--- src/logic/eccp_pkg.sv ---
// shared constants, register map and carrier types of the capture/compare/pwm unit
package eccp_pkg;
	localparam int          DATA_W        = 32;
	localparam int          ADDR_W        = 5;
	localparam logic [4:0]  OFF_CTRL      = 5'h00;
	localparam logic [4:0]  OFF_DUTY_WR   = 5'h04;
	localparam logic [4:0]  OFF_ACTIVE    = 5'h08;
	localparam logic [4:0]  OFF_PERIOD    = 5'h0c;
	localparam logic [4:0]  OFF_TIMERS    = 5'h10;
	localparam logic [4:0]  OFF_T1        = 5'h14;
	localparam logic [4:0]  OFF_DEADBAND  = 5'h18;
	localparam logic [4:0]  OFF_STATUS    = 5'h1c;
	localparam logic [7:0]  RST_CTRL      = 8'h00;
	localparam logic [7:0]  RST_DUTY      = 8'h00;
	localparam logic [7:0]  RST_PERIOD    = 8'hff;
	localparam logic [3:0]  RST_TIMERS    = 4'h0;
	localparam logic [6:0]  RST_DEADBAND  = 7'h00;
	localparam int          TC_T1_ON_BIT  = 0;
	localparam int          TC_T2_ON_BIT  = 1;
	localparam int          TC_PRE_LSB    = 2;
	localparam int          ST_FLAG_BIT   = 0;
	localparam int          ST_RUN_BIT    = 1;
	localparam int          ST_T2_LSB     = 8;
	localparam logic [3:0]  MODE_OFF      = 4'h0;
	localparam logic [3:0]  MODE_CMP_TGL  = 4'h2;
	localparam logic [3:0]  MODE_CAP_ANY  = 4'h3;
	localparam logic [3:0]  MODE_CAP_FALL = 4'h4;
	localparam logic [3:0]  MODE_CAP_RISE = 4'h5;
	localparam logic [3:0]  MODE_CAP_4TH  = 4'h6;
	localparam logic [3:0]  MODE_CAP_16TH = 4'h7;
	localparam logic [3:0]  MODE_CMP_SET  = 4'h8;
	localparam logic [3:0]  MODE_CMP_CLR  = 4'h9;
	localparam logic [3:0]  MODE_CMP_SOFT = 4'ha;
	localparam logic [3:0]  MODE_CMP_SPEC = 4'hb;
	localparam logic [1:0]  CFG_SINGLE    = 2'h0;
	localparam logic [1:0]  CFG_FWD       = 2'h1;
	localparam logic [1:0]  CFG_HALF      = 2'h2;
	localparam logic [1:0]  CFG_REV       = 2'h3;
	localparam logic [1:0]  PRE_1         = 2'h0;
	localparam logic [1:0]  PRE_4         = 2'h1;
	localparam int          TOSC_PER_INST = 4;
	typedef struct packed {
		logic [1:0] out_cfg;
		logic [1:0] duty_low;
		logic [3:0] mode;
	} ctrl_t;
	typedef struct packed {
		logic       inst_tick;
		logic       period_tick;
		logic [7:0] count;
		logic [1:0] fine;
	} timebase_t;
	typedef enum logic {BUS_IDLE, BUS_ACK} bus_state_t;
endpackage

--- src/logic/enhanced_capture_compare_pwm.sv ---
// capture/compare/enhanced pwm unit with avalon-mm register slave
`timescale 1ns/10ps
// Function
// - outside pwm modes only output a serves capture/compare; b, c, d stay port pins
// - pwm config 00 modulates a only; b, c, d are port pins
// - config 01 forward: d modulated, a active, b and c inactive
// - config 10 half-bridge: a and b complementary with dead-band
// - config 11 reverse: b modulated, c active, a and d inactive
// - control bits 5:4 give duty bits 1:0, only in pwm
// - mode 0000 switches off and resets state; 0001 does nothing
// - mode 0010 toggles the compare pin on each timer1 match
// - capture on falling, rising, 4th or 16th rising edge; 0011 also captures
// - modes 1000/1001 preset pin low/high, drive opposite on match, set flag
// - mode 1010 only sets the event flag on match
// - mode 1011 clears timer1 and sets flag on match
// - pwm mode low bit inverts b and d, next bit inverts a and c
// - timer1 serves capture/compare, timer2 serves pwm
// - output config, polarity and duty are buffered and take effect at the timer2 wrap
// - dead-band setting loads at every duty match while pwm runs and at every period wrap
// - enhanced pwm outputs lag by one instruction cycle
// - at period wrap clear count, set output unless duty zero, latch duty
// - duty writes any time, copied at period end; active buffer read-only in pwm
// - output clears when buffered duty equals count extended by two bits
// - duty beyond the period keeps the output set all period
// - period is four tosc times period value plus one times prescale
// - half-bridge delays each rising edge by the dead-band count
module enhanced_capture_compare_pwm #(
	parameter int DB_W = 7
) (
	input  wire logic                         clk_sys_i,
	input  wire logic                         rst_n_i,
	input  wire logic                         ce_i,
	input  wire logic [eccp_pkg::ADDR_W-1:0]  avs_address_i,
	input  wire logic                         avs_read_i,
	input  wire logic                         avs_write_i,
	input  wire logic [eccp_pkg::DATA_W-1:0]  avs_writedata_i,
	input  wire logic [3:0]                   avs_byteenable_i,
	output logic      [eccp_pkg::DATA_W-1:0]  avs_readdata_o,
	output logic                              avs_waitrequest_o,
	input  wire logic                         capture_in_i,
	output logic      [3:0]                   bridge_out_o,
	output logic      [3:0]                   bridge_oe_o
);
	eccp_pkg::bus_state_t  bus_state_reg;
	eccp_pkg::ctrl_t       ctrl_reg;
	eccp_pkg::ctrl_t       cfg_buf_reg;
	eccp_pkg::timebase_t   tb;
	logic [7:0]            duty_wr_reg;
	logic [7:0]            active_reg;
	logic [1:0]            duty_lo_latch_reg;
	logic [7:0]            period_reg;
	logic [3:0]            timers_reg;
	logic [15:0]           t1_reg;
	logic [DB_W-1:0]       db_set_reg;
	logic [DB_W-1:0]       db_buf_reg;
	logic                  flag_reg;
	logic                  cmp_pin_reg;
	logic                  pwm_run_reg;
	logic                  pwm_raw_reg;
	logic [3:0]            lag_reg;
	logic                  cap_meta_reg;
	logic                  cap_sync_reg;
	logic                  cap_prev_reg;
	logic [3:0]            cap_div_reg;
	logic [31:0]           rd_mux;
	logic                  wr_fire;
	logic                  wr_lane0;
	logic                  ctrl_wr;
	logic                  is_pwm;
	logic                  is_capture;
	logic                  is_compare;
	logic                  mode_off;
	logic                  cmp_match;
	logic                  cap_rise;
	logic                  cap_fall;
	logic                  cap_ev;
	logic                  duty_match;
	logic [9:0]            duty_next;
	logic                  pwm_lag;
	logic [1:0]            db_in;
	logic [1:0]            db_out;
	logic [3:0]            out_next;
	logic [3:0]            oe_next;

	assign wr_fire    = ce_i && avs_write_i && (bus_state_reg == eccp_pkg::BUS_ACK);
	assign wr_lane0   = wr_fire && avs_byteenable_i[0];
	assign ctrl_wr    = wr_lane0 && (avs_address_i == eccp_pkg::OFF_CTRL);
	assign mode_off   = (ctrl_reg.mode == eccp_pkg::MODE_OFF);
	assign is_pwm     = (ctrl_reg.mode[3:2] == 2'b11);
	assign is_capture = (ctrl_reg.mode[3:2] == 2'b01) || (ctrl_reg.mode == eccp_pkg::MODE_CAP_ANY);
	assign is_compare = (ctrl_reg.mode == eccp_pkg::MODE_CMP_TGL) || (ctrl_reg.mode[3:2] == 2'b10);
	assign duty_next  = {duty_wr_reg, ctrl_reg.duty_low};
	assign duty_match = ({active_reg, duty_lo_latch_reg} == {tb.count, tb.fine});
	assign cmp_match  = ce_i && is_compare && timers_reg[eccp_pkg::TC_T1_ON_BIT]
		&& tb.inst_tick && (t1_reg == {active_reg, duty_wr_reg});
	assign pwm_lag    = lag_reg[3];

	// bus: one wait cycle, then waitrequest low for the completing edge
	always_ff @(posedge clk_sys_i or negedge rst_n_i) begin
		if (!rst_n_i) begin
			bus_state_reg     <= eccp_pkg::BUS_IDLE;
			avs_waitrequest_o <= 1'b1;
			avs_readdata_o    <= 32'h0000_0000;
		end else if (ce_i) begin
			unique case (bus_state_reg)
				eccp_pkg::BUS_IDLE: begin
					if (avs_read_i || avs_write_i) begin
						bus_state_reg     <= eccp_pkg::BUS_ACK;
						avs_waitrequest_o <= 1'b0;
						avs_readdata_o    <= avs_read_i ? rd_mux : 32'h0000_0000;
					end
				end
				eccp_pkg::BUS_ACK: begin
					bus_state_reg     <= eccp_pkg::BUS_IDLE;
					avs_waitrequest_o <= 1'b1;
				end
			endcase
		end
	end

	always_comb begin
		rd_mux = 32'h0000_0000;
		case (avs_address_i)
			eccp_pkg::OFF_CTRL:     rd_mux[7:0] = ctrl_reg;
			eccp_pkg::OFF_DUTY_WR:  rd_mux[7:0] = duty_wr_reg;
			eccp_pkg::OFF_ACTIVE:   rd_mux[7:0] = active_reg;
			eccp_pkg::OFF_PERIOD:   rd_mux[7:0] = period_reg;
			eccp_pkg::OFF_TIMERS:   rd_mux[3:0] = timers_reg;
			eccp_pkg::OFF_T1:       rd_mux[15:0] = t1_reg;
			eccp_pkg::OFF_DEADBAND: rd_mux[DB_W-1:0] = db_set_reg;
			eccp_pkg::OFF_STATUS: begin
				rd_mux[eccp_pkg::ST_FLAG_BIT]                     = flag_reg;
				rd_mux[eccp_pkg::ST_RUN_BIT]                      = pwm_run_reg;
				rd_mux[eccp_pkg::ST_T2_LSB +: 8]                  = tb.count;
			end
			default:                rd_mux = 32'h0000_0000;
		endcase
	end

	always_ff @(posedge clk_sys_i or negedge rst_n_i) begin
		if (!rst_n_i) begin
			ctrl_reg   <= eccp_pkg::RST_CTRL;
			period_reg <= eccp_pkg::RST_PERIOD;
			timers_reg <= eccp_pkg::RST_TIMERS;
			db_set_reg <= eccp_pkg::RST_DEADBAND;
		end else if (wr_lane0) begin
			case (avs_address_i)
				eccp_pkg::OFF_CTRL:     ctrl_reg   <= avs_writedata_i[7:0];
				eccp_pkg::OFF_PERIOD:   period_reg <= avs_writedata_i[7:0];
				eccp_pkg::OFF_TIMERS:   timers_reg <= avs_writedata_i[3:0];
				eccp_pkg::OFF_DEADBAND: db_set_reg <= avs_writedata_i[DB_W-1:0];
				default: ;
			endcase
		end
	end

	// capture input crosses from the pin: two flops before any edge logic
	always_ff @(posedge clk_sys_i or negedge rst_n_i) begin
		if (!rst_n_i) begin
			cap_meta_reg <= 1'b0;
			cap_sync_reg <= 1'b0;
			cap_prev_reg <= 1'b0;
		end else if (ce_i) begin
			cap_meta_reg <= capture_in_i;
			cap_sync_reg <= cap_meta_reg;
			cap_prev_reg <= cap_sync_reg;
		end
	end

	assign cap_rise = cap_sync_reg && !cap_prev_reg;
	assign cap_fall = !cap_sync_reg && cap_prev_reg;

	always_comb begin
		unique case (ctrl_reg.mode)
			eccp_pkg::MODE_CAP_ANY:  cap_ev = cap_rise || cap_fall;
			eccp_pkg::MODE_CAP_FALL: cap_ev = cap_fall;
			eccp_pkg::MODE_CAP_RISE: cap_ev = cap_rise;
			eccp_pkg::MODE_CAP_4TH:  cap_ev = cap_rise && (cap_div_reg[1:0] == 2'h3);
			eccp_pkg::MODE_CAP_16TH: cap_ev = cap_rise && (cap_div_reg == 4'hf);
			default:                 cap_ev = 1'b0;
		endcase
	end

	always_ff @(posedge clk_sys_i or negedge rst_n_i) begin
		if (!rst_n_i) begin
			cap_div_reg <= 4'h0;
		end else if (ce_i) begin
			if (!is_capture) begin
				cap_div_reg <= 4'h0;
			end else if (cap_rise) begin
				cap_div_reg <= cap_div_reg + 4'h1;
			end
		end
	end

	// timer1 time base of capture/compare; special event wins over increment
	always_ff @(posedge clk_sys_i or negedge rst_n_i) begin
		if (!rst_n_i) begin
			t1_reg <= 16'h0000;
		end else if (ce_i) begin
			if (cmp_match && ctrl_reg.mode == eccp_pkg::MODE_CMP_SPEC) begin
				t1_reg <= 16'h0000;
			end else if (wr_fire && avs_address_i == eccp_pkg::OFF_T1) begin
				if (avs_byteenable_i[0]) t1_reg[7:0] <= avs_writedata_i[7:0];
				if (avs_byteenable_i[1]) t1_reg[15:8] <= avs_writedata_i[15:8];
			end else if (timers_reg[eccp_pkg::TC_T1_ON_BIT] && tb.inst_tick) begin
				t1_reg <= t1_reg + 16'h0001;
			end
		end
	end

	// duty write byte and active buffer share capture and pwm roles; low latch is pwm only
	always_ff @(posedge clk_sys_i or negedge rst_n_i) begin
		if (!rst_n_i) begin
			duty_wr_reg       <= eccp_pkg::RST_DUTY;
			active_reg        <= eccp_pkg::RST_DUTY;
			duty_lo_latch_reg <= 2'h0;
		end else if (ce_i) begin
			if (cap_ev) begin
				{active_reg, duty_wr_reg} <= t1_reg;
			end else begin
				if (wr_lane0 && avs_address_i == eccp_pkg::OFF_DUTY_WR) begin
					duty_wr_reg <= avs_writedata_i[7:0];
				end
				if (mode_off) begin
					duty_lo_latch_reg <= 2'h0;
				end else if (tb.period_tick && is_pwm) begin
					{active_reg, duty_lo_latch_reg} <= duty_next;
				end else if (wr_lane0 && avs_address_i == eccp_pkg::OFF_ACTIVE && !is_pwm) begin
					active_reg <= avs_writedata_i[7:0];
				end
			end
		end
	end

	// hardware set wins over software clear
	always_ff @(posedge clk_sys_i or negedge rst_n_i) begin
		if (!rst_n_i) begin
			flag_reg <= 1'b0;
		end else if (ce_i) begin
			if (cap_ev || cmp_match) begin
				flag_reg <= 1'b1;
			end else if (wr_lane0 && avs_address_i == eccp_pkg::OFF_STATUS
				&& avs_writedata_i[eccp_pkg::ST_FLAG_BIT]) begin
				flag_reg <= 1'b0;
			end
		end
	end

	always_ff @(posedge clk_sys_i or negedge rst_n_i) begin
		if (!rst_n_i) begin
			cmp_pin_reg <= 1'b0;
		end else if (ctrl_wr) begin
			case (avs_writedata_i[3:0])
				eccp_pkg::MODE_OFF:     cmp_pin_reg <= 1'b0;
				eccp_pkg::MODE_CMP_SET: cmp_pin_reg <= 1'b0;
				eccp_pkg::MODE_CMP_CLR: cmp_pin_reg <= 1'b1;
				default: ;
			endcase
		end else if (cmp_match) begin
			case (ctrl_reg.mode)
				eccp_pkg::MODE_CMP_TGL: cmp_pin_reg <= !cmp_pin_reg;
				eccp_pkg::MODE_CMP_SET: cmp_pin_reg <= 1'b1;
				eccp_pkg::MODE_CMP_CLR: cmp_pin_reg <= 1'b0;
				default: ;
			endcase
		end
	end

	period_timebase u_timebase (
		.clk_sys_i  (clk_sys_i),
		.rst_n_i    (rst_n_i),
		.ce_i       (ce_i),
		.run_i      (timers_reg[eccp_pkg::TC_T2_ON_BIT]),
		.prescale_i (timers_reg[eccp_pkg::TC_PRE_LSB +: 2]),
		.period_i   (period_reg),
		.tb_o       (tb)
	);

	// settings held until the wrap so no output glitches mid-period
	always_ff @(posedge clk_sys_i or negedge rst_n_i) begin
		if (!rst_n_i) begin
			pwm_run_reg <= 1'b0;
			pwm_raw_reg <= 1'b0;
			cfg_buf_reg <= eccp_pkg::RST_CTRL;
		end else if (ce_i) begin
			if (mode_off) begin
				pwm_run_reg <= 1'b0;
				pwm_raw_reg <= 1'b0;
				cfg_buf_reg <= eccp_pkg::RST_CTRL;
			end else if (tb.period_tick) begin
				pwm_run_reg <= is_pwm;
				cfg_buf_reg <= ctrl_reg;
				pwm_raw_reg <= is_pwm && (duty_next != 10'h000);
			end else if (!is_pwm) begin
				pwm_run_reg <= 1'b0;
				pwm_raw_reg <= 1'b0;
			end else if (duty_match) begin
				pwm_raw_reg <= 1'b0;
			end
		end
	end

	// one instruction cycle of lag from the buffering
	always_ff @(posedge clk_sys_i or negedge rst_n_i) begin
		if (!rst_n_i) begin
			lag_reg <= 4'h0;
		end else if (ce_i) begin
			lag_reg <= {lag_reg[2:0], pwm_raw_reg};
		end
	end

	always_ff @(posedge clk_sys_i or negedge rst_n_i) begin
		if (!rst_n_i) begin
			db_buf_reg <= eccp_pkg::RST_DEADBAND;
		end else if (ce_i && (tb.period_tick || (duty_match && pwm_run_reg))) begin
			db_buf_reg <= db_set_reg;
		end
	end

	assign db_in[0] = pwm_run_reg && (cfg_buf_reg.out_cfg == eccp_pkg::CFG_HALF) && pwm_lag;
	assign db_in[1] = pwm_run_reg && (cfg_buf_reg.out_cfg == eccp_pkg::CFG_HALF) && !pwm_lag;

	for (genvar i = 0; i < 2; i++) begin : g_leg
		deadband_delay #(.CNT_W(DB_W)) u_deadband (
			.clk_sys_i   (clk_sys_i),
			.rst_n_i     (rst_n_i),
			.ce_i        (ce_i),
			.inst_tick_i (tb.inst_tick),
			.level_i     (db_in[i]),
			.delay_i     (db_buf_reg),
			.level_o     (db_out[i])
		);
	end

	always_comb begin
		out_next = 4'h0;
		oe_next  = 4'h0;
		if (pwm_run_reg) begin
			unique case (cfg_buf_reg.out_cfg)
				eccp_pkg::CFG_SINGLE: begin
					oe_next  = 4'h1;
					out_next = {3'h0, pwm_lag};
				end
				eccp_pkg::CFG_FWD: begin
					oe_next  = 4'hf;
					out_next = {pwm_lag, 2'h0, 1'b1};
				end
				eccp_pkg::CFG_HALF: begin
					oe_next  = 4'h3;
					out_next = {2'h0, db_out[1], db_out[0]};
				end
				eccp_pkg::CFG_REV: begin
					oe_next  = 4'hf;
					out_next = {1'b0, 1'b1, pwm_lag, 1'b0};
				end
			endcase
			out_next = out_next ^ (oe_next & {cfg_buf_reg.mode[0], cfg_buf_reg.mode[1],
				cfg_buf_reg.mode[0], cfg_buf_reg.mode[1]});
		end else begin
			out_next[0] = cmp_pin_reg;
			oe_next[0]  = (ctrl_reg.mode == eccp_pkg::MODE_CMP_TGL)
				|| (ctrl_reg.mode == eccp_pkg::MODE_CMP_SET)
				|| (ctrl_reg.mode == eccp_pkg::MODE_CMP_CLR);
		end
	end

	always_ff @(posedge clk_sys_i or negedge rst_n_i) begin
		if (!rst_n_i) begin
			bridge_out_o <= 4'h0;
			bridge_oe_o  <= 4'h0;
		end else if (ce_i) begin
			bridge_out_o <= out_next;
			bridge_oe_o  <= oe_next;
		end
	end
endmodule

--- src/logic/period_timebase.sv ---
// quarter-cycle phase, prescaler and period timer feeding the pwm compare
`timescale 1ns/10ps
module period_timebase (
	input  wire logic              clk_sys_i,
	input  wire logic              rst_n_i,
	input  wire logic              ce_i,
	input  wire logic              run_i,
	input  wire logic [1:0]        prescale_i,
	input  wire logic [7:0]        period_i,
	output eccp_pkg::timebase_t    tb_o
);
	logic [1:0] q_reg;
	logic [3:0] pre_reg;
	logic [7:0] cnt_reg;
	logic       tick_reg;
	logic       pre_wrap;
	logic       inc;

	always_comb begin
		if (prescale_i == eccp_pkg::PRE_1) begin
			pre_wrap = 1'b1;
		end else if (prescale_i == eccp_pkg::PRE_4) begin
			pre_wrap = (pre_reg[1:0] == 2'h3);
		end else begin
			pre_wrap = (pre_reg == 4'hf);
		end
	end
	assign inc = run_i && (q_reg == 2'h3) && pre_wrap;

	always_ff @(posedge clk_sys_i or negedge rst_n_i) begin
		if (!rst_n_i) begin
			q_reg <= 2'h0;
		end else if (ce_i) begin
			q_reg <= q_reg + 2'h1;
		end
	end

	always_ff @(posedge clk_sys_i or negedge rst_n_i) begin
		if (!rst_n_i) begin
			pre_reg <= 4'h0;
		end else if (ce_i) begin
			if (!run_i) begin
				pre_reg <= 4'h0;
			end else if (q_reg == 2'h3) begin
				pre_reg <= pre_wrap ? 4'h0 : pre_reg + 4'h1;
			end
		end
	end

	// period = 4 tosc * (period + 1) * prescale
	always_ff @(posedge clk_sys_i or negedge rst_n_i) begin
		if (!rst_n_i) begin
			cnt_reg  <= 8'h00;
			tick_reg <= 1'b0;
		end else if (ce_i) begin
			tick_reg <= inc && (cnt_reg == period_i);
			if (inc) begin
				cnt_reg <= (cnt_reg == period_i) ? 8'h00 : cnt_reg + 8'h01;
			end
		end
	end

	assign tb_o.inst_tick   = (q_reg == 2'h3);
	assign tb_o.period_tick = tick_reg;
	assign tb_o.count       = cnt_reg;
	assign tb_o.fine        = (prescale_i == eccp_pkg::PRE_1) ? q_reg :
		(prescale_i == eccp_pkg::PRE_4) ? pre_reg[1:0] : pre_reg[3:2];
endmodule

--- src/logic/deadband_delay.sv ---
// delays the inactive-to-active edge of one bridge leg by whole instruction cycles
`timescale 1ns/10ps
module deadband_delay #(
	parameter int CNT_W = 7
) (
	input  wire logic             clk_sys_i,
	input  wire logic             rst_n_i,
	input  wire logic             ce_i,
	input  wire logic             inst_tick_i,
	input  wire logic             level_i,
	input  wire logic [CNT_W-1:0] delay_i,
	output logic                  level_o
);
	logic [CNT_W-1:0] cnt_reg;

	// falling edge passes at once, so the opposite leg never waits on this one
	always_ff @(posedge clk_sys_i or negedge rst_n_i) begin
		if (!rst_n_i) begin
			cnt_reg <= '0;
			level_o <= 1'b0;
		end else if (ce_i) begin
			if (!level_i) begin
				cnt_reg <= '0;
				level_o <= 1'b0;
			end else if (!level_o) begin
				if (cnt_reg >= delay_i) begin
					level_o <= 1'b1;
				end else if (inst_tick_i) begin
					cnt_reg <= cnt_reg + 1'b1;
				end
			end
		end
	end
endmodule

--- config.mk ---
export PLATFORM = sky130hd
export DESIGN_NAME = enhanced_capture_compare_pwm
export DESIGN_NICKNAME = d
export VERILOG_FILES = /design/src/logic/eccp_pkg.sv /design/src/logic/enhanced_capture_compare_pwm.sv /design/src/logic/period_timebase.sv /design/src/logic/deadband_delay.sv
export SDC_FILE = /design/constraint.sdc
export NUM_CORES = 1
export LEC_CHECK = 0
export BUFFER_PORTS_ARGS = -buffer_cell sky130_fd_sc_hd__buf_2
export CORE_UTILIZATION = 60
export CTS_CLUSTER_DIAMETER = 200
export CTS_CLUSTER_SIZE = 12
export DETAILED_ROUTE_END_ITERATION = 10
export PLACE_DENSITY = 0.85
export SLEW_MARGIN = 20
export SYNTH_ARGS = -nofsm -noshare
export SYNTH_HDL_FRONTEND = slang
export SYNTH_SLANG_ARGS = --single-unit
--- constraint.sdc ---
create_clock -name clk_sys_i -period 2.9 [get_ports clk_sys_i]
set_input_delay 0.58 -clock clk_sys_i [delete_from_list [all_inputs] [get_ports clk_sys_i]]
set_output_delay 0.58 -clock clk_sys_i [all_outputs]
set_load 0.1 [all_outputs]
==> results of run 1 <==
## repair_timing
action,in CTS,in global routing
hold endpoints to repair,0,0
resized for setup,0,1
endpoints found under the setup margin,0,2
setup buffers,0,0
## cell families after synthesis
logic type	Yosys count	share of synthesized area
mux	56	0.0728
other cells	1	0.000443
xor+xnor	44	0.0455
fa+ha+maj	23	0.0340
buf+inv	97	0.0527
flops	143	0.424
compound gates	228	0.177
simple gates	311	0.193
## power by group through the flow
| stage | Combinational [mW] | Clock [mW] | Sequential [mW] |
|---|---|---|---|
| 4_1_cts | 0.711 | 2.10 | 2.19 |
| 2_1_floorplan | 0.463 | 0 | 2.22 |
| 5_1_grt | 0.773 | 2.21 | 2.20 |
| 3_5_place_dp | 0.705 | 0 | 2.23 |
| 3_3_place_gp | 0.679 | 0 | 2.22 |
| 6_report | 0.720 | 2.10 | 2.20 |
## metrics by stage
stage | cells | power [mW] | worst slack (ns) | util | instance area (µm²)
floorplan | 918 | 2.69 | 0.394 | - | 8520
global placement | 1117 | 2.90 | 0.290 | 0.649 | 8970
detailed placement | 1117 | 2.93 | 0.244 | 0.649 | 8970
CTS | 1149 | 5.00 | 0.231 | 0.690 | 9540
global route | 1149 | 5.19 | 0.0356 | 0.690 | 9540
finish | 1149 | 5.02 | 0.279 | 0.690 | 9540
## path summary, 6_finish.rpt
path / to / start
worst max-delay path: g_leg[1].u_deadband.cnt_reg[4] / db_buf_reg[5]
worst min-delay path: g_leg[1].u_deadband.cnt_reg[3] / rst_n_i
worst max register to register: g_leg[1].u_deadband.cnt_reg[4] / db_buf_reg[5]
worst min register to register: avs_readdata_o[7] / avs_readdata_o[7]
max in group asynchronous: period_reg[4] / rst_n_i
min in group clk_sys_i: cap_meta_reg / capture_in_i
## layer usage
layer	global-route usage	wire, µm	share of wire
met1	0.450	9510	0.41
met2	0.496	10300	0.44
met3	0.0939	2500	0.11
met4	0.176	1050	0.045
met5	0.0147	0	0
## cell type report
class | count | area share
inverter | 23 | 0.00905
clock buffer | 22 | 0.0497
clock inverter | 10 | 0.00931
tap | 180 | 0.0236
timing repair buffer | 93 | 0.0613
multi-input combinational | 678 | 0.471
sequential | 143 | 0.376
## cell usage in the layout, fill, tap and decap left out, drive strengths merged, types with 31 or more instances in the layout
cell type and n:
o21ai 70, xnor2 35, mux2 45, nand4 31
nand2 92, nand3 33, a21oi 44, nor2 43
buf 93, dfrtp 134
==> run_results.csv, run 1 <==
group,metric,value,unit
logic_synthesis,synthArstFlopShare,1.00,
sta,period_share,0.904,
logic_synthesis,syn_area_per_cell,9.38,µm²
sta,grt_setup_unrepaired,"false",
setup_path,cp-start-kind,"register",
logic_synthesis,yosysUniqueCellTypes,78,
clock_network,ctsHoldBuffers,0,
placed_design,hpwl,16500,µm
sta,hold_violations,0,
power_and_ir_drop,switching_share,0.291,
clock_network,insertion_delay,0.43,ns
power_and_ir_drop,power_frac_seq,0.438,
setup_path,crit_path_max_fanout,8,
grt,grt_usage,0.336,
sta,post-route-min-period,2.62,ns
sta,maxSlewViolCount,0,
logic_synthesis,yosys-top-cells-count,"dfrtp_1 (134), nand2_1 (92), clkbuf_1 (51)",
setup_path,worst_setup_path_end_kind,"register",
logic_synthesis,dominantRegCellSynth,"dfrtp_1",
sta,tightest_slew,0.745,ns
power_and_ir_drop,peakVddDrop,0.443,mV
setup_path,cpLargestDelayFamily,"simple AND/OR/NAND/NOR gates",
logic_synthesis,synth_top_area_cell,"dfrtp_1",
floorplan,die_w,121,µm
logic_synthesis,yosysWarnings,0,
floorplan,fp.dieH,121,µm
floorplan,rows,43,
cells_and_area,multi_input_area,0.00449,mm²
hold_path,worstHoldPathType,"input pin to async pin",
cells_and_area,drive_gt1_frac,0.176,
cells_and_area,diodes,0,
logic_synthesis,yosysMostFrequentCell,"dfrtp_1",
logic_synthesis,synth.ff_latch_count,143,
clock_network,cts-root-buf,"clkbuf_16",
cells_and_area,syn_to_final_growth,12.6,%
setup_path,crit_chain,"inv_1 -> ha_1 -> and4_1 -> a2111oi_1 -> nor2b_1 -> o21ai_1 -> or4b_1 -> nand2_1",
setup_path,cp_data_required_time,3.27,ns
power_and_ir_drop,power.density,526,mW/mm²
drt,vias,7621,
floorplan,start_util,0.612,
drt,wl,23300,µm
logic_synthesis,synth_seq_area_share,0.424,
power_and_ir_drop,power_leakage,4.39,nW
clock_network,clock-sinks,143,
cells_and_area,seq_area,0.00359,mm²
setup_path,crit_cells,8,
drt,drc,0,
setup_path,crit_slowest_cell,"or4b_1",
grt,grt_pass1_vias,7209,
cells_and_area,fillers,990,
clock_network,cts.clk_slew.worst_paths,0.06,ns
grt,grt_max_degree,62,
power_and_ir_drop,p_switching,1.46,mW
setup_path,reg2reg_setup_slack,0.28,ns
drt,drtIter0Drc,900,
clock_network,h-tree-depth,4,
sta,tns,0,ns
drt,route.antenna.remaining_nets,0,
setup_path,crit_type,"register to register",
logic_synthesis,syn-instance-count,903,
power_and_ir_drop,power_frac_comb,0.144,
sta,setup_violations,0,
grt,grt-ovfl-total,0,
setup_path,cp_slowest_stage_delay,0.55,ns
placed_design,io_buffers,53,
grt,grt_pass1_wl,37300,µm
logic_synthesis,synth_area,0.00847,mm²
clock_network,cts_tree,"built",
drt,drt-wirelength-per-cell,20.3,µm
cells_and_area,fin_nets,1026,
grt,antenna_found_initial,0,
setup_path,critical_path_arrival,2.99,ns
setup_path,crit_buf_inv,1,
power_and_ir_drop,clockPowerShare,0.418,
sta,finClkSkew,0.00809,ns
drt,drt-pass1-iter-count,8,
clock_network,ctsLongestPathBuffers,2,
placed_design,gp_congestion,0.984,
run_status,status,"complete, no violations",
drt,vias_per_cell,6.63,
power_and_ir_drop,p_int,3.55,mW
floorplan,ioPinCount,88,
floorplan,core_area,0.0138,mm²
flow_run,max_cap_violations,0,
setup_path,r2r_cells,8,
logic_synthesis,synth-edff-count,0,
floorplan,dieArea,0.0146,mm²
logic_synthesis,synth_area_leaders,"dfrtp_1 (40%), nand2_1 (4.1%), xnor2_1 (3.6%)",
clock_network,cts_buffers,17,
sta,hold_ws,0.127,ns
sta,slew_headroom,0.499,
sta,clock.fmax,0.382,GHz
logic_synthesis,synth_top_area_frac,0.396,
Note: power is estimated with default switching activity, not from simulation.
==> run 2: changes to the inputs <==
CTS_BUF_LIST = sky130_fd_sc_hd__clkbuf_4   (was not set)
SYNTH_HIERARCHICAL = 1   (was not set)
==> run 2 against run 1 <==
Effect of this change:
- fmax is 5.6% lower
- die area is 0.25% higher
- count of clock-buffer cells in the layout shrank 3
- critical endpoint is now active_reg[7]
- largest cell class unchanged
- clock power shrank 24%
- cell count is 0.35% higher
- non-clock buffer count is 5 lower
- via count is 2.3% lower
- global-route usage fell by 1.2 points
- largest power group unchanged
==> run_results.csv, run 2 <==
group,metric,value,unit
logic_synthesis,synthArstFlopShare,1.00,
power_and_ir_drop,switching_share,0.314,
clock_network,post-cts-setup-buffer-count,0,
power_and_ir_drop,power_frac_seq,0.490,
logic_synthesis,synth_seq_area_share,0.423,
sta,setup_violations,0,
logic_synthesis,synth_top_area_cell,"dfrtp_1",
sta,slew_headroom,0.359,
run_status,status,"complete, no violations",
setup_path,crit_path_max_fanout,8,
floorplan,dieArea,0.0146,mm²
hold_path,worstHoldPathType,"input pin to register",
setup_path,crit_start,"cap_prev_reg",
logic_synthesis,synth_area,0.00849,mm²
clock_network,cts_tree,"built",
clock_network,ctsLongestPathBuffers,2,
floorplan,core_area,0.0138,mm²
logic_synthesis,synth_area_leaders,"dfrtp_1 (39%), mux2_2 (6.4%), nand2_1 (5.0%)",
logic_synthesis,dominantRegCellSynth,"dfrtp_1",
grt,grt_max_degree,64,
clock_network,clock-sinks,143,
logic_synthesis,synth.ff_latch_count,143,
sta,period_share,0.958,
grt,grt_pass1_vias,6945,
logic_synthesis,yosysUniqueCellTypes,75,
setup_path,worst_setup_path_end_kind,"register",
floorplan,rows,43,
floorplan,die_w,121,µm
logic_synthesis,synth_top_area_frac,0.395,
grt,antenna_found_initial,1,
cells_and_area,multi_input_area,0.00443,mm²
drt,wl,22800,µm
grt,grt_usage,0.324,
power_and_ir_drop,power_leakage,4.22,nW
power_and_ir_drop,power_frac_comb,0.171,
sta,clock.fmax,0.360,GHz
grt,grt_pass1_wl,36300,µm
sta,fin_ws,0.123,ns
setup_path,cp_data_required_time,3.37,ns
drt,route.antenna.remaining_nets,0,
setup_path,cp-start-kind,"register",
placed_design,pre_cts_slack,0.166,ns
sta,tightest_slew,0.955,ns
power_and_ir_drop,p_int,3.24,mW
drt,drt-wirelength-per-cell,19.8,µm
sta,post-route-min-period,2.78,ns
sta,grt_setup_unrepaired,"false",
sta,tns,0,ns
power_and_ir_drop,clockPowerShare,0.339,
placed_design,gp_congestion,0.974,
logic_synthesis,yosysMostFrequentCell,"dfrtp_1",
placed_design,io_buffers,53,
clock_network,ctsHoldBuffers,1,
cells_and_area,fin_nets,1029,
drt,vias_per_cell,6.46,
power_and_ir_drop,power.density,507,mW/mm²
floorplan,fp.dieH,121,µm
clock_network,cts-root-buf,"clkbuf_4",
logic_synthesis,synth-edff-count,0,
placed_design,hpwl,16200,µm
drt,drc,0,
flow_run,max_cap_violations,0,
clock_network,insertion_delay,0.58,ns
drt,vias,7447,
logic_synthesis,yosysWarnings,6,
sta,hold_violations,0,
logic_synthesis,syn_area_per_cell,9.38,µm²
power_and_ir_drop,p_switching,1.48,mW
power_and_ir_drop,peakVddDrop,0.328,mV
clock_network,h-tree-depth,4,
cells_and_area,final_cell_mix,"dfrtp_1 (134), nand2_1 (113), o21ai_0 (66), nor2_1 (54), buf_2 (52)",
clock_network,cts_resized,0,
setup_path,r2r-start,"cap_prev_reg",
drt,drtIter0Drc,840,
cells_and_area,seq_area,0.00359,mm²
drt,drt-pass1-iter-count,6,
clock_network,cts_buffers,17,
logic_synthesis,yosys-top-cells-count,"dfrtp_1 (134), nand2_1 (113), o21ai_0 (66)",
grt,grt-ovfl-total,0,
sta,finClkSkew,0.0181,ns
setup_path,critical_path_arrival,3.25,ns
logic_synthesis,syn-instance-count,905,
cells_and_area,syn_to_final_growth,9.64,%
cells_and_area,drive_gt1_frac,0.207,
sta,maxSlewViolCount,0,
hold_path,hold_start,"capture_in_i",
floorplan,start_util,0.614,
setup_path,crit_type,"register to register",
cells_and_area,fillers,1102,
clock_network,cts.clk_slew.worst_paths,0.12,ns
floorplan,ioPinCount,88,
cells_and_area,layout_commonest_cell,"dfrtp_1",
-- run 2: cell count changes after synthesis, moves of 21 or more --
| cell | previous run | this run |
|---|---|---|
| clkbuf_1 | 51 | 28 |
| o21ai_1 | 32 | 4 |
| o21ai_0 | 38 | 66 |
| nand2_1 | 92 | 113 |
| xnor2_1 | 35 | 6 |
| mux2_2 | 27 | 48 |
| xor2_1 | 9 | 34 |
-- run 2: power groups by stage --
stage | combinational [mW] | sequential (mW) | clock [mW]
3_3_place_gp | 0.767 | 2.33 | 0
3_5_place_dp | 0.789 | 2.33 | 0
4_1_cts | 0.797 | 2.30 | 1.62
2_1_floorplan | 0.566 | 2.30 | 0
6_report | 0.807 | 2.31 | 1.60
5_1_grt | 0.875 | 2.32 | 1.70
-- run 2: area by class of cell --
type	instances	share of cell area
antenna	1	0.000269
clock buffer	19	0.0153
clock inverter	13	0.0234
inverter	39	0.0157
multi-input combinational	670	0.476
sequential	143	0.386
tap	180	0.0242
timing repair buffer	88	0.0590
-- run 2: cell families (layout without fill, tap and decap cells) --
family                   after synthesis  count (layout)  share of synthesized area
multiplexers                          59              59                     0.0766
AO/OA/AOI/OAI                        234             234                      0.186
buffers and inverters                107             159                     0.0622
XOR/XNOR                              40              40                     0.0413
flip-flops                           143             143                      0.423
AND/OR/NAND/NOR                      298             298                      0.177
adder cells (fa/ha/maj)               23              23                     0.0339
other                                  1              17                   0.000442
-- run 2: metal layers --
metal / up-vias / share of wire / global-route usage
met5: - / 0 / 0
met1: 3565 / 0.41 / 0.434
met4: 0 / 0.040 / 0.167
li1: 3362 / - / -
met3: 73 / 0.087 / 0.0555
met2: 447 / 0.47 / 0.506
-- run 2: worst max-delay path, cell delays in order (launching register included) --
cell       delay, ns
dfrtp_1         0.41
inv_1           0.07
ha_1            0.23
nand2_1         0.12
a2111oi_0       0.73
o22ai_2         0.19
a21oi_2         0.52
mux2_2          0.40
-- run 2: path summary, 6_finish.rpt --
kind,endpoint,slack (ns),cells after the start
setup / recovery,active_reg[7],0.12,7
hold / removal,cap_meta_reg,0.24,2
setup reg to reg,active_reg[7],0.12,7
hold reg to reg,bridge_out_o[0],0.49,1
max in group asynchronous,period_reg[2],1.56,3
min in group asynchronous,cap_div_reg[0],0.53,2
-- run 2: metrics by stage --
stage	total power, mW	util	std cells	hold WS, ns	cell area (µm²)
3_3_place_gp	3.10	0.646	1119	0.460	8930
5_1_grt	4.89	0.673	1153	0.217	9310
3_5_place_dp	3.12	0.646	1119	0.465	8930
2_1_floorplan	2.86	-	920	0.284	8550
4_1_cts	4.71	0.673	1152	0.219	9310
6_report	4.72	0.673	1153	0.236	9310
